File: src/pkg/omc_defines.vh
// operating mode control constants: layout, reset values, timing counts
`ifndef OMC_DEFINES_VH
`define OMC_DEFINES_VH
`define OMC_WIDTH 16
`define OMC_BIT_BOOT_LOW 0
`define OMC_BIT_BOOT_HIGH 1
`define OMC_BIT_MASTER 2
`define OMC_BIT_ROUND 4
`define OMC_BIT_CLAMP 5
`define OMC_BIT_STOP_DELAY 6
`define OMC_BIT_CLK_DIS 7
`define OMC_WRITE_MASK 16'h00F7
`define OMC_SOFT_RESET 16'h0000
`define OMC_ACC_WIDTH 40
`define OMC_CLAMP_POS 40'h007FFFFFFF
`define OMC_CLAMP_NEG 40'hFF80000000
`define OMC_ROUND_HALF 40'h0000008000
`define OMC_ROUND_KEEP 40'hFFFFFF0000
`define OMC_LOW_MASK 40'h000000FFFF
`define OMC_SP_WIDTH 6
`define OMC_SP_EMPTY 6'h00
`define OMC_SP_FULL 6'h0F
`define OMC_SP_BIT_UF 5
`define OMC_SP_BIT_SE 4
`define OMC_WAKE_SHORT_CYCLES 12'h010
`define OMC_WAKE_LONG_CYCLES 12'h800
`define OMC_WAKE_CNT_WIDTH 12
`endif

File: src/omc_operating_mode_control.v
// operating mode register with its mode-dependent datapath and pin logic
//
// Function
// - 16-bit mode register changes only at reset or by instruction write.
// - Boot and bus mode bits are captured from mode-select pins at reset.
// - Master mode drives bus request, takes grant; slave mode the reverse.
// - Clamp enable saturates multiplier results whose bits 39, 32, 31 differ to signed 32-bit range.
// - Clamp decision looks only at extension bits 7, 0 and msp bit 15.
// - Equal bits keep result; else 00 7FFF FFFF or FF 8000 0000 by bit 7.
// - Round select set always rounds a half up; clear uses convergent rounding.
// - Stop delay bit chooses between two wake delays leaving stop.
// - Clock output runs while disable is clear; stops one instruction later.
// - Instruction-written bits take effect after one further instruction cycle.
// - Reserved bits read zero; software writes zero to them.
// - RAM variant: boot modes select bootstrap, internal RAM and reset vector.
// - ROM variant: boot modes select internal ROM and reset vector.
// - Stack pointer resets empty; encodes full, overflow and underflow states.
`timescale 1ns/100ps
`default_nettype none
`include "omc_defines.vh"

module omc_operating_mode_control (
    // clock, reset, enable
    input wire sys_clk,
    input wire rst_n,
    input wire clk_en,
    // mode-select pins
    input wire boot_mode_low,
    input wire boot_mode_high,
    input wire bus_master_select,
    // instruction access to the register
    input wire instr_cycle,
    input wire omc_wr_en,
    input wire [15:0] omc_wr_data,
    output reg [15:0] operating_mode_control,
    output reg [15:0] omc_effective,
    // bus arbitration: request and grant pins active low, enables and core side active high
    input wire bus_request_n_in,
    output reg bus_request_n_out,
    output reg bus_request_oe,
    input wire bus_grant_n_in,
    output reg bus_grant_n_out,
    output reg bus_grant_oe,
    input wire core_bus_need,
    output reg core_bus_owned,
    // accumulator write-back
    input wire mac_valid,
    input wire [39:0] mac_result,
    input wire round_req,
    output reg acc_valid,
    output reg [39:0] acc_result,
    // stop mode
    input wire stop_req,
    input wire wake_event,
    output reg core_stopped,
    // clock output
    output reg clock_output_pin,
    // boot decode
    input wire rom_variant,
    output reg boot_from_memory,
    output reg boot_from_host,
    output reg internal_mem_enable,
    output reg [15:0] reset_vector,
    // stack pointer
    input wire stack_push,
    input wire stack_pull,
    output reg [5:0] stack_pointer,
    output reg stack_underflow_flag,
    output reg stack_empty_flag
);

    // pins come from outside: three stages, change counts when 2 and 3 agree
    reg [2:0] pin_s1, pin_s2, pin_s3;
    reg [1:0] arb_s1, arb_s2, arb_s3;
    reg [1:0] arb_ok;
    reg strap_pending;
    reg commit_pending;
    reg stopping;
    reg [11:0] wake_cnt;
    reg clk_div;
    reg [39:0] next_acc;
    wire [5:0] next_sp_push = stack_pointer + 6'h01;
    wire [5:0] next_sp_pull = stack_pointer - 6'h01;

    function [39:0] omc_clamp;
        input [39:0] val;
        begin
            if (val[39] == val[32] && val[32] == val[31])
                omc_clamp = val;
            else if (val[39] == 1'b0)
                omc_clamp = `OMC_CLAMP_POS;
            else
                omc_clamp = `OMC_CLAMP_NEG;
        end
    endfunction

    // convergent rounding skips increment on exact half with even lsb
    function [39:0] omc_round;
        input [39:0] val;
        input twos;
        reg [39:0] sum;
        begin
            sum = val + `OMC_ROUND_HALF;
            if (!twos && (val & `OMC_LOW_MASK) == `OMC_ROUND_HALF && !val[16])
                omc_round = val & `OMC_ROUND_KEEP;
            else
                omc_round = sum & `OMC_ROUND_KEEP;
        end
    endfunction

    // synchroniser stages carry no reset so they sample during reset
    always @(posedge sys_clk) begin
        if (clk_en) begin
            pin_s1 <= {bus_master_select, boot_mode_high, boot_mode_low};
            pin_s2 <= pin_s1;
            pin_s3 <= pin_s2;
            arb_s1 <= {bus_grant_n_in, bus_request_n_in};
            arb_s2 <= arb_s1;
            arb_s3 <= arb_s2;
        end
    end

    // agreed values of stages two and three
    always @(posedge sys_clk or negedge rst_n) begin
        if (!rst_n) begin
            arb_ok <= 2'h3;
        end else if (clk_en) begin
            if (arb_s2 == arb_s3)
                arb_ok <= arb_s3;
        end
    end

    // mode register: straps after release, instruction writes otherwise
    always @(posedge sys_clk or negedge rst_n) begin
        if (!rst_n) begin
            operating_mode_control <= `OMC_SOFT_RESET;
            omc_effective <= `OMC_SOFT_RESET;
            strap_pending <= 1'b1;
            commit_pending <= 1'b0;
        end else if (clk_en) begin
            if (strap_pending && pin_s2 == pin_s3) begin
                // strap capture applies at once, nothing to delay
                operating_mode_control <= {13'h0, pin_s3};
                omc_effective <= {13'h0, pin_s3};
                strap_pending <= 1'b0;
            end else if (!strap_pending && omc_wr_en) begin
                operating_mode_control <= omc_wr_data & `OMC_WRITE_MASK;
                commit_pending <= 1'b1;
            end else if (commit_pending && instr_cycle) begin
                omc_effective <= operating_mode_control;
                commit_pending <= 1'b0;
            end
        end
    end

    // bus role pins; a mode change mid-tenure is software's hazard
    always @(posedge sys_clk or negedge rst_n) begin
        if (!rst_n) begin
            bus_request_n_out <= 1'b1;
            bus_request_oe <= 1'b0;
            bus_grant_n_out <= 1'b1;
            bus_grant_oe <= 1'b0;
            core_bus_owned <= 1'b0;
        end else if (clk_en) begin
            if (omc_effective[`OMC_BIT_MASTER]) begin
                bus_request_oe <= 1'b1;
                bus_grant_oe <= 1'b0;
                bus_request_n_out <= !core_bus_need;
                bus_grant_n_out <= 1'b1;
                core_bus_owned <= core_bus_need && !arb_ok[1];
            end else begin
                bus_request_oe <= 1'b0;
                bus_grant_oe <= 1'b1;
                bus_request_n_out <= 1'b1;
                bus_grant_n_out <= !(!arb_ok[0] && !core_bus_need);
                core_bus_owned <= arb_ok[0];
            end
        end
    end

    // accumulator write-back path
    always @* begin
        next_acc = mac_result;
        if (round_req)
            next_acc = omc_round(next_acc, omc_effective[`OMC_BIT_ROUND]);
        if (omc_effective[`OMC_BIT_CLAMP])
            next_acc = omc_clamp(next_acc);
    end

    always @(posedge sys_clk or negedge rst_n) begin
        if (!rst_n) begin
            acc_valid <= 1'b0;
            acc_result <= 40'h0000000000;
        end else if (clk_en) begin
            acc_valid <= mac_valid;
            if (mac_valid)
                acc_result <= next_acc;
        end
    end

    // stop mode with selectable wake delay
    always @(posedge sys_clk or negedge rst_n) begin
        if (!rst_n) begin
            core_stopped <= 1'b0;
            stopping <= 1'b0;
            wake_cnt <= 12'h000;
        end else if (clk_en) begin
            if (!core_stopped) begin
                core_stopped <= stop_req;
                stopping <= 1'b0;
            end else if (!stopping) begin
                if (wake_event) begin
                    stopping <= 1'b1;
                    wake_cnt <= omc_effective[`OMC_BIT_STOP_DELAY] ?
                        `OMC_WAKE_SHORT_CYCLES : `OMC_WAKE_LONG_CYCLES;
                end
            end else if (wake_cnt == 12'h001) begin
                core_stopped <= 1'b0;
                stopping <= 1'b0;
            end else begin
                wake_cnt <= wake_cnt - 12'h001;
            end
        end
    end

    // clock out at half rate; disable follows the effective copy
    always @(posedge sys_clk or negedge rst_n) begin
        if (!rst_n) begin
            clk_div <= 1'b0;
            clock_output_pin <= 1'b0;
        end else if (clk_en) begin
            clk_div <= !clk_div;
            clock_output_pin <= omc_effective[`OMC_BIT_CLK_DIS] ? 1'b0 : clk_div;
        end
    end

    // boot decode from the two boot mode bits
    always @(posedge sys_clk or negedge rst_n) begin
        if (!rst_n) begin
            boot_from_memory <= 1'b0;
            boot_from_host <= 1'b0;
            internal_mem_enable <= 1'b0;
            reset_vector <= 16'h0000;
        end else if (clk_en) begin
            case (omc_effective[1:0])
                2'h0: begin
                    boot_from_memory <= !rom_variant;
                    boot_from_host <= 1'b0;
                    internal_mem_enable <= 1'b1;
                    reset_vector <= rom_variant ? 16'h0000 : 16'hC000;
                end
                2'h1: begin
                    // reserved on the rom variant: no boot action
                    boot_from_memory <= 1'b0;
                    boot_from_host <= !rom_variant;
                    internal_mem_enable <= !rom_variant;
                    reset_vector <= 16'h0000;
                end
                2'h2: begin
                    boot_from_memory <= 1'b0;
                    boot_from_host <= 1'b0;
                    internal_mem_enable <= 1'b1;
                    reset_vector <= 16'hE000;
                end
                default: begin
                    boot_from_memory <= 1'b0;
                    boot_from_host <= 1'b0;
                    internal_mem_enable <= 1'b0;
                    reset_vector <= 16'h0000;
                end
            endcase
        end
    end

    // stack pointer as a 6-bit counter; flags ride in the top two bits
    always @(posedge sys_clk or negedge rst_n) begin
        if (!rst_n) begin
            stack_pointer <= `OMC_SP_EMPTY;
            stack_underflow_flag <= 1'b0;
            stack_empty_flag <= 1'b0;
        end else if (clk_en) begin
            if (stack_push && !stack_pull) begin
                stack_pointer <= next_sp_push;
                stack_underflow_flag <= next_sp_push[`OMC_SP_BIT_UF];
                stack_empty_flag <= next_sp_push[`OMC_SP_BIT_SE];
            end else if (stack_pull && !stack_push) begin
                stack_pointer <= next_sp_pull;
                stack_underflow_flag <= next_sp_pull[`OMC_SP_BIT_UF];
                stack_empty_flag <= next_sp_pull[`OMC_SP_BIT_SE];
            end
        end
    end

endmodule // omc_operating_mode_control
`default_nettype wire

File: config.mk
export PLATFORM = sky130hd
export DESIGN_NAME = omc_operating_mode_control
export DESIGN_NICKNAME = d
export VERILOG_FILES = /design/src/omc_operating_mode_control.v
export VERILOG_INCLUDE_DIRS = /design/src /design/src/pkg
export SDC_FILE = /design/constraint.sdc
export NUM_CORES = 1
export LEC_CHECK = 0
export BUFFER_PORTS_ARGS = -buffer_cell sky130_fd_sc_hd__buf_2
export CORE_MARGIN = 4
export CORE_UTILIZATION = 50
export DETAILED_ROUTE_END_ITERATION = 6
export HOLD_SLACK_MARGIN = 0.08
export PLACE_DENSITY = 0.79
export SYNTH_ARGS = -nofsm -noshare
export SYNTH_HDL_FRONTEND = slang
export SYNTH_SLANG_ARGS = --single-unit
export TNS_END_PERCENT = 100
File: constraint.sdc
create_clock -name sys_clk -period 5.7 [get_ports sys_clk]
set_input_delay 0.855 -clock sys_clk [delete_from_list [all_inputs] [get_ports sys_clk]]
set_output_delay 0.855 -clock sys_clk [all_outputs]
set_load 0.1 [all_outputs]
======== Word level (Yosys, flattened, before mapping) ========
Cells that the tools add are included.
operators by class
  add/sub/neg operators ................... 4
  equality and inequality tests ........... 10
  multiplexer cells ....................... 39
  bitwise gates (word level) .............. 1
  reduce and logical (&&, ||, !) cells .... 36
operators with widths
  cell                                                count
  2-to-1 mux 40 bit                                   5
  2-to-1 mux 16 bit                                   6
  2-to-1 mux 12 bit                                   4
  adder 40 x 16 -> 40 bit, second input constant      1
  case mux 16 bit (2 select lines)                    1
  2-to-1 mux 1 bit                                    20
  == test 16 bit, second input constant               1
  == test 12 x 1 -> 1 bit, second input constant      1
  2-to-1 mux 6 bit                                    2
  subtractor 12 x 1 -> 12 bit, second input constant  1
  zero test 1 bit                                     11
  logical AND 1 bit                                   10
  AND reduction 2 bit                                 5
  nonzero test 2 bit                                  5
  adder 6 x 1 -> 6 bit, second input constant         1
  AND reduction 3 bit                                 2
  subtractor 6 x 1 -> 6 bit, second input constant    1
  != test 2 bit, second input constant                2
  AND reduction 4 bit                                 1
  == test 3 bit                                       1
  == test 1 bit                                       2
  == test 2 x 1 -> 1 bit, second input constant       1
  == test 2 bit                                       1
  == test 2 bit, second input constant                1
  4 further kinds                                     4
word-level totals
  register bits ........................... 140
  input bits .............................. 74
  output and inout port bits .............. 107
  logic and storage cells ................. 120

======== Logic depth before layout (Yosys ltp) ========
  depth in word-level cells ............... 9
  depth in mapped cells ................... 10
  mapped depth without buffers ............ 9

======== Least setup slack after synthesis ========
No wires, ideal clock.
  path kind ............................... in2reg
  from .................................... input port mac_result[2]
  to ...................................... register acc_result[10]
  setup time .............................. 0.123 ns
  arrival time ............................ 2.740 ns
  required time ........................... 5.577 ns
  setup slack ............................. 2.837 ns
  stages on the path ...................... 8
  buffers on the path ..................... 1
  path through ............................ or4_4 -> nor3_4 -> a311oi_2 -> xnor2_1 -> mux2i_1 -> o2111ai_2 -> buf_4 -> o221a_2
between the ends
  word-level cells in the longest chain between the ends .. 9
  elaborated cells between the ends (all ways) .. 12
  those cells by class .................... add/sub: 1; eq/ne: 3; mux: 5; reduce/logical: 3
RTL lines
  item                                                                             RTL line                          source
  start, declared                                                                  omc_operating_mode_control.v:48   input wire [39:0] mac_result,
  parallel branches: the longest is 3 deep, another holds adder 40 x 16 -> 40 bit  n/a
  2-to-1 mux 40 bit *                                                              omc_operating_mode_control.v:104  if (!twos && (val & `OMC_LOW_MASK) == `OMC_ROUND_HALF && !val[16])
  2-to-1 mux 40 bit *                                                              omc_operating_mode_control.v:184  if (round_req)
  == test 1 bit                                                                    omc_operating_mode_control.v:88   if (val[39] == val[32] && val[32] == val[31])
  logical AND 1 bit                                                                omc_operating_mode_control.v:88
  2-to-1 mux 40 bit *                                                              omc_operating_mode_control.v:88
  2-to-1 mux 40 bit *                                                              omc_operating_mode_control.v:186  if (omc_effective[`OMC_BIT_CLAMP])
  end signal, assigned                                                             omc_operating_mode_control.v:197  acc_result <= next_acc;
  end, declared                                                                    omc_operating_mode_control.v:51   output reg [39:0] acc_result,
Mark *: on every way between the ends.
A chain may end at the register's enable or synchronous reset.

======== Final worst setup path ========
  from .................................... input port mac_result[5]
  to ...................................... register acc_result[29]
between the ends
  word-level cells in the longest chain between the ends .. 9
  elaborated cells between the ends (all ways) .. 12
  those cells by class .................... add/sub: 1; eq/ne: 3; mux: 5; reduce/logical: 3
RTL lines
  item                                                                             RTL line
  parallel branches: the longest is 3 deep, another holds adder 40 x 16 -> 40 bit  n/a
  2-to-1 mux 40 bit *                                                              omc_operating_mode_control.v:104
  2-to-1 mux 40 bit *                                                              omc_operating_mode_control.v:184
  == test 1 bit                                                                    omc_operating_mode_control.v:88
  logical AND 1 bit                                                                omc_operating_mode_control.v:88
  2-to-1 mux 40 bit                                                                omc_operating_mode_control.v:88
  2-to-1 mux 40 bit *                                                              omc_operating_mode_control.v:186
Marked as above.

==> impl_metrics.py <==
metrics = {
    "synth": {
        "syn-mean-instance-area_um2": 10.6,
        "yosysMostFrequentCell": "dfrtp_1",
        "ys_seq_area_share_pct": 51.1,
        "ys_top_cells_by_area": "dfrtp_1, edfxtp_1, buf_4",
        "synth_edf_count": 15,
        "yosys.area.top_type_share_pct": 40.3,
        "synth_top_cells_by_count": "dfrtp_1, nand2_1, buf_4",
        "yosys.area.top_type": "dfrtp_1",
        "yosysWarningCount": 0,
        "synth_ff_type": "dfrtp_1",
        "netlist_instances": 504,
        "synth-seq-cells": 106,
        "async_flop_share_pct": 85.8,
        "synthesis.area_um2": 5350,
        "synth_cell_type_count": 63,
    },
    "clock_tree": {
        "cts_hold_buf": 0,
        "clock-sinks": 106,
        "numCtsBuffers": 9,
        "clock_path_buffers": 2,
        "cts_setup_buffers": 0,
        "htreeDepth": 3,
        "cts_resized": 0,
        "clk_latency_ns": 0.37,
        "cts_tree": "yes",
        "clockRootBuffer": "clkbuf_8",
        "clk_pin_slew_ns": 0.10,
    },
    "global_route": {
        "grt.busiest_layer": "met2",
        "grt_first_pass_wirelength_mm": 20.5,
        "globalRouteTotalUtil_pct": 20.1,
        "grt_max_degree": 65,
        "antenna_found_initial": 0,
        "grt_pass1_vias": 4066,
        "grt_use_met2_pct": 32.2,
        "grt.met3_usage_pct": 3.80,
        "grt-ovfl-total": 0,
        "grtUsageMet1_pct": 27.8,
    },
    "placement": {
        "numPortBuffers": 140,
        "dp_slack_ns": 2.19,
        "dp_hpwl_mm": 9.25,
        "routabilityCongestion": 0.852,
    },
    "detailed_routing": {
        "drtIter0Drc": 277,
        "post_drt_wl_per_cell_um": 16.1,
        "drc": 0,
        "vias_per_cell": 5.49,
        "num_vias": 4268,
        "finalWirelength_mm": 12.5,
        "drt_pass1_iterations": 5,
        "detail-route-antenna-nets": 0,
    },
    "critical_path": {
        "worstPathMaxFanout": 12,
        "startpoint_type": "input pin",
        "worstPathRequired_ns": 6.00,
        "slowest_delay_ns": 0.76,
        "arrival_ns": 3.46,
        "worstSetupPathType": "input pin to flip-flop",
        "cpMaxStageDelayCell": "o2111ai_1",
        "end_kind": "flip-flop",
        "crit_chain": "buf_2 > or4_1 > nor3_2 > a2111oi_2 > xnor2_1 > o2111ai_1 > buf_4 > o21ai_0 > a21oi_2",
    },
    "final_layout": {
        "fillCellCount": 906,
        "final_nets": 717,
        "drive_gt1_share_pct": 31.9,
        "num_antenna_cells": 0,
        "syn2layout_area_growth_pct": 16.6,
    },
    "power": {
        "p_sw_mw": 1.73,
        "p_leak_nw": 2.82,
        "power_frac_clock_pct": 15.3,
        "ir_worst_vdd_mv": 0.538,
        "power_frac_comb_pct": 50.2,
        "p_int_mw": 1.44,
        "power_density_nw_per_um2": 508,
        "swShare_pct": 54.6,
        "p_seq_share_pct": 34.4,
    },
    "sta": {
        "final-setup-viol-count": 0,
        "worstMarginPinSlew_ns": 0.960,
        "fin_worst_skew_ns": 0.0105,
        "rsz0062_at_grt": "false",
        "hold_violations": 0,
        "fin_crit_ns": 3.16,
        "fmax_ghz": 0.316,
        "maxSlewViolCount": 0,
        "min_period_over_period_pct": 55.5,
        "slew-limit-headroom_pct": 35.5,
        "setup_tns_ns": 0,
        "layout_setup_ws_ns": 2.54,
    },
    "floorplanning": {
        "pin_count": 181,
        "row_count": 37,
        "coreArea_um2": 10400,
        "start_util_pct": 51.5,
        "die_h_um": 111,
        "die_w_um": 111,
        "die-area_um2": 12400,
    },
    "run": {
        "max_cap_violations": 0,
    },
    "outcome": {
        "status": "finished clean",
    },
    "worst_hold_path": {
        "hold_class": "input pin to asynchronous set/reset pin",
    },
}
-- per-layer routing --
layer	vias to the layer above	share of wire [%]
met2	137	48
li1	2007	-
met3	17	6.1
met4	0	1.7
met1	2107	44
met5	-	0
-- metrics by stage --
step	power, mW	utilization (%)	instances	area (um^2)	hold slack (ns)
2_1_floorplan	2.44	-	534	5460	0.400
4_1_cts	3.18	60.1	778	6230	0.384
3_5_place_dp	2.70	58.1	762	6020	0.407
6_report	3.17	60.1	778	6230	0.390
5_1_grt	3.31	60.1	778	6230	0.398
3_3_place_gp	2.67	58.1	762	6020	0.401
-- final cells by class --
class	instances	area [um^2]	area share, %
multi-input cells	355	2310	37.0
inverters	21	78.8	1.26
clock inverters	6	75.1	1.20
well taps	136	170	2.73
flip-flops and latches	106	2730	43.8
clock buffers	10	138	2.21
repair buffers	144	733	11.8
-- sequential cells by signal, summed over array words and instances, names as in the netlist, 2 cells and up --
name and cells:
arb_s2 2, pin_s1 3, pin_s2 3, stack_pointer 6, arb_s3 2, reset_vector 2
arb_s1 2, acc_result 40, omc_effective 7, operating_mode_control 7, pin_s3 3, wake_cnt 12
arb_ok 2
-- power by group through the flow --
stage	Combinational [mW]	Sequential (mW)	Clock [mW]
after floorplan	0.504	1.94	0
after global placement	1.57	1.09	0
after detailed placement	1.59	1.10	0
after CTS	1.60	1.09	0.500
after global routing	1.66	1.12	0.533
final	1.59	1.09	0.486
-- cell families (layout without fill, tap and decap cells) --
group	after synthesis	count (layout)	synth area share, %
flops	106	106	51.1
simple gates	151	151	15.0
xor+xnor	41	41	6.72
mux	10	10	1.97
other cells	1	31	0.0702
buf+inv	73	181	7.82
fa+ha+maj	6	6	1.40
compound gates	116	116	15.9
-- layout by cell type, fill, tap and decap left out, types with 8 or more instances in the layout --
master / count
buf_2: 139
dfrtp_1: 86
nand2_1: 39
conb_1: 31
nor2_1: 30
o21ai_0: 30
inv_1: 21
xnor2_1: 21
xor2_1: 20
nand3_1: 18
a21oi_1: 18
o221a_2: 16
edfxtp_1: 15
nor3_1: 10
a21oi_2: 10
clkbuf_8: 10
and2_1: 8
-- final timing paths --
check / start / end / slack, ns / cells past startpoint
max: mac_result[5] / acc_result[29] / 2.54 / 9
min: rst_n / bus_grant_oe / 0.39 / 1
max reg2reg: omc_effective[4] / acc_result[29] / 2.76 / 8
min reg2reg: pin_s1[2] / pin_s2[2] / 0.43 / 0
max in group asynchronous: rst_n / wake_cnt[1] / 4.18 / 2
min in group sys_clk: pin_s1[2] / pin_s2[2] / 0.43 / 0
-- worst max-delay path, delay by kind of cell --
family	cells	cell delay (ns)
AND/OR/NAND/NOR	2	0.88
buffers and inverters	2	0.40
XOR/XNOR	1	0.18
AO/OA/AOI/OAI	4	1.12
(Power assumes the default switching activity.)
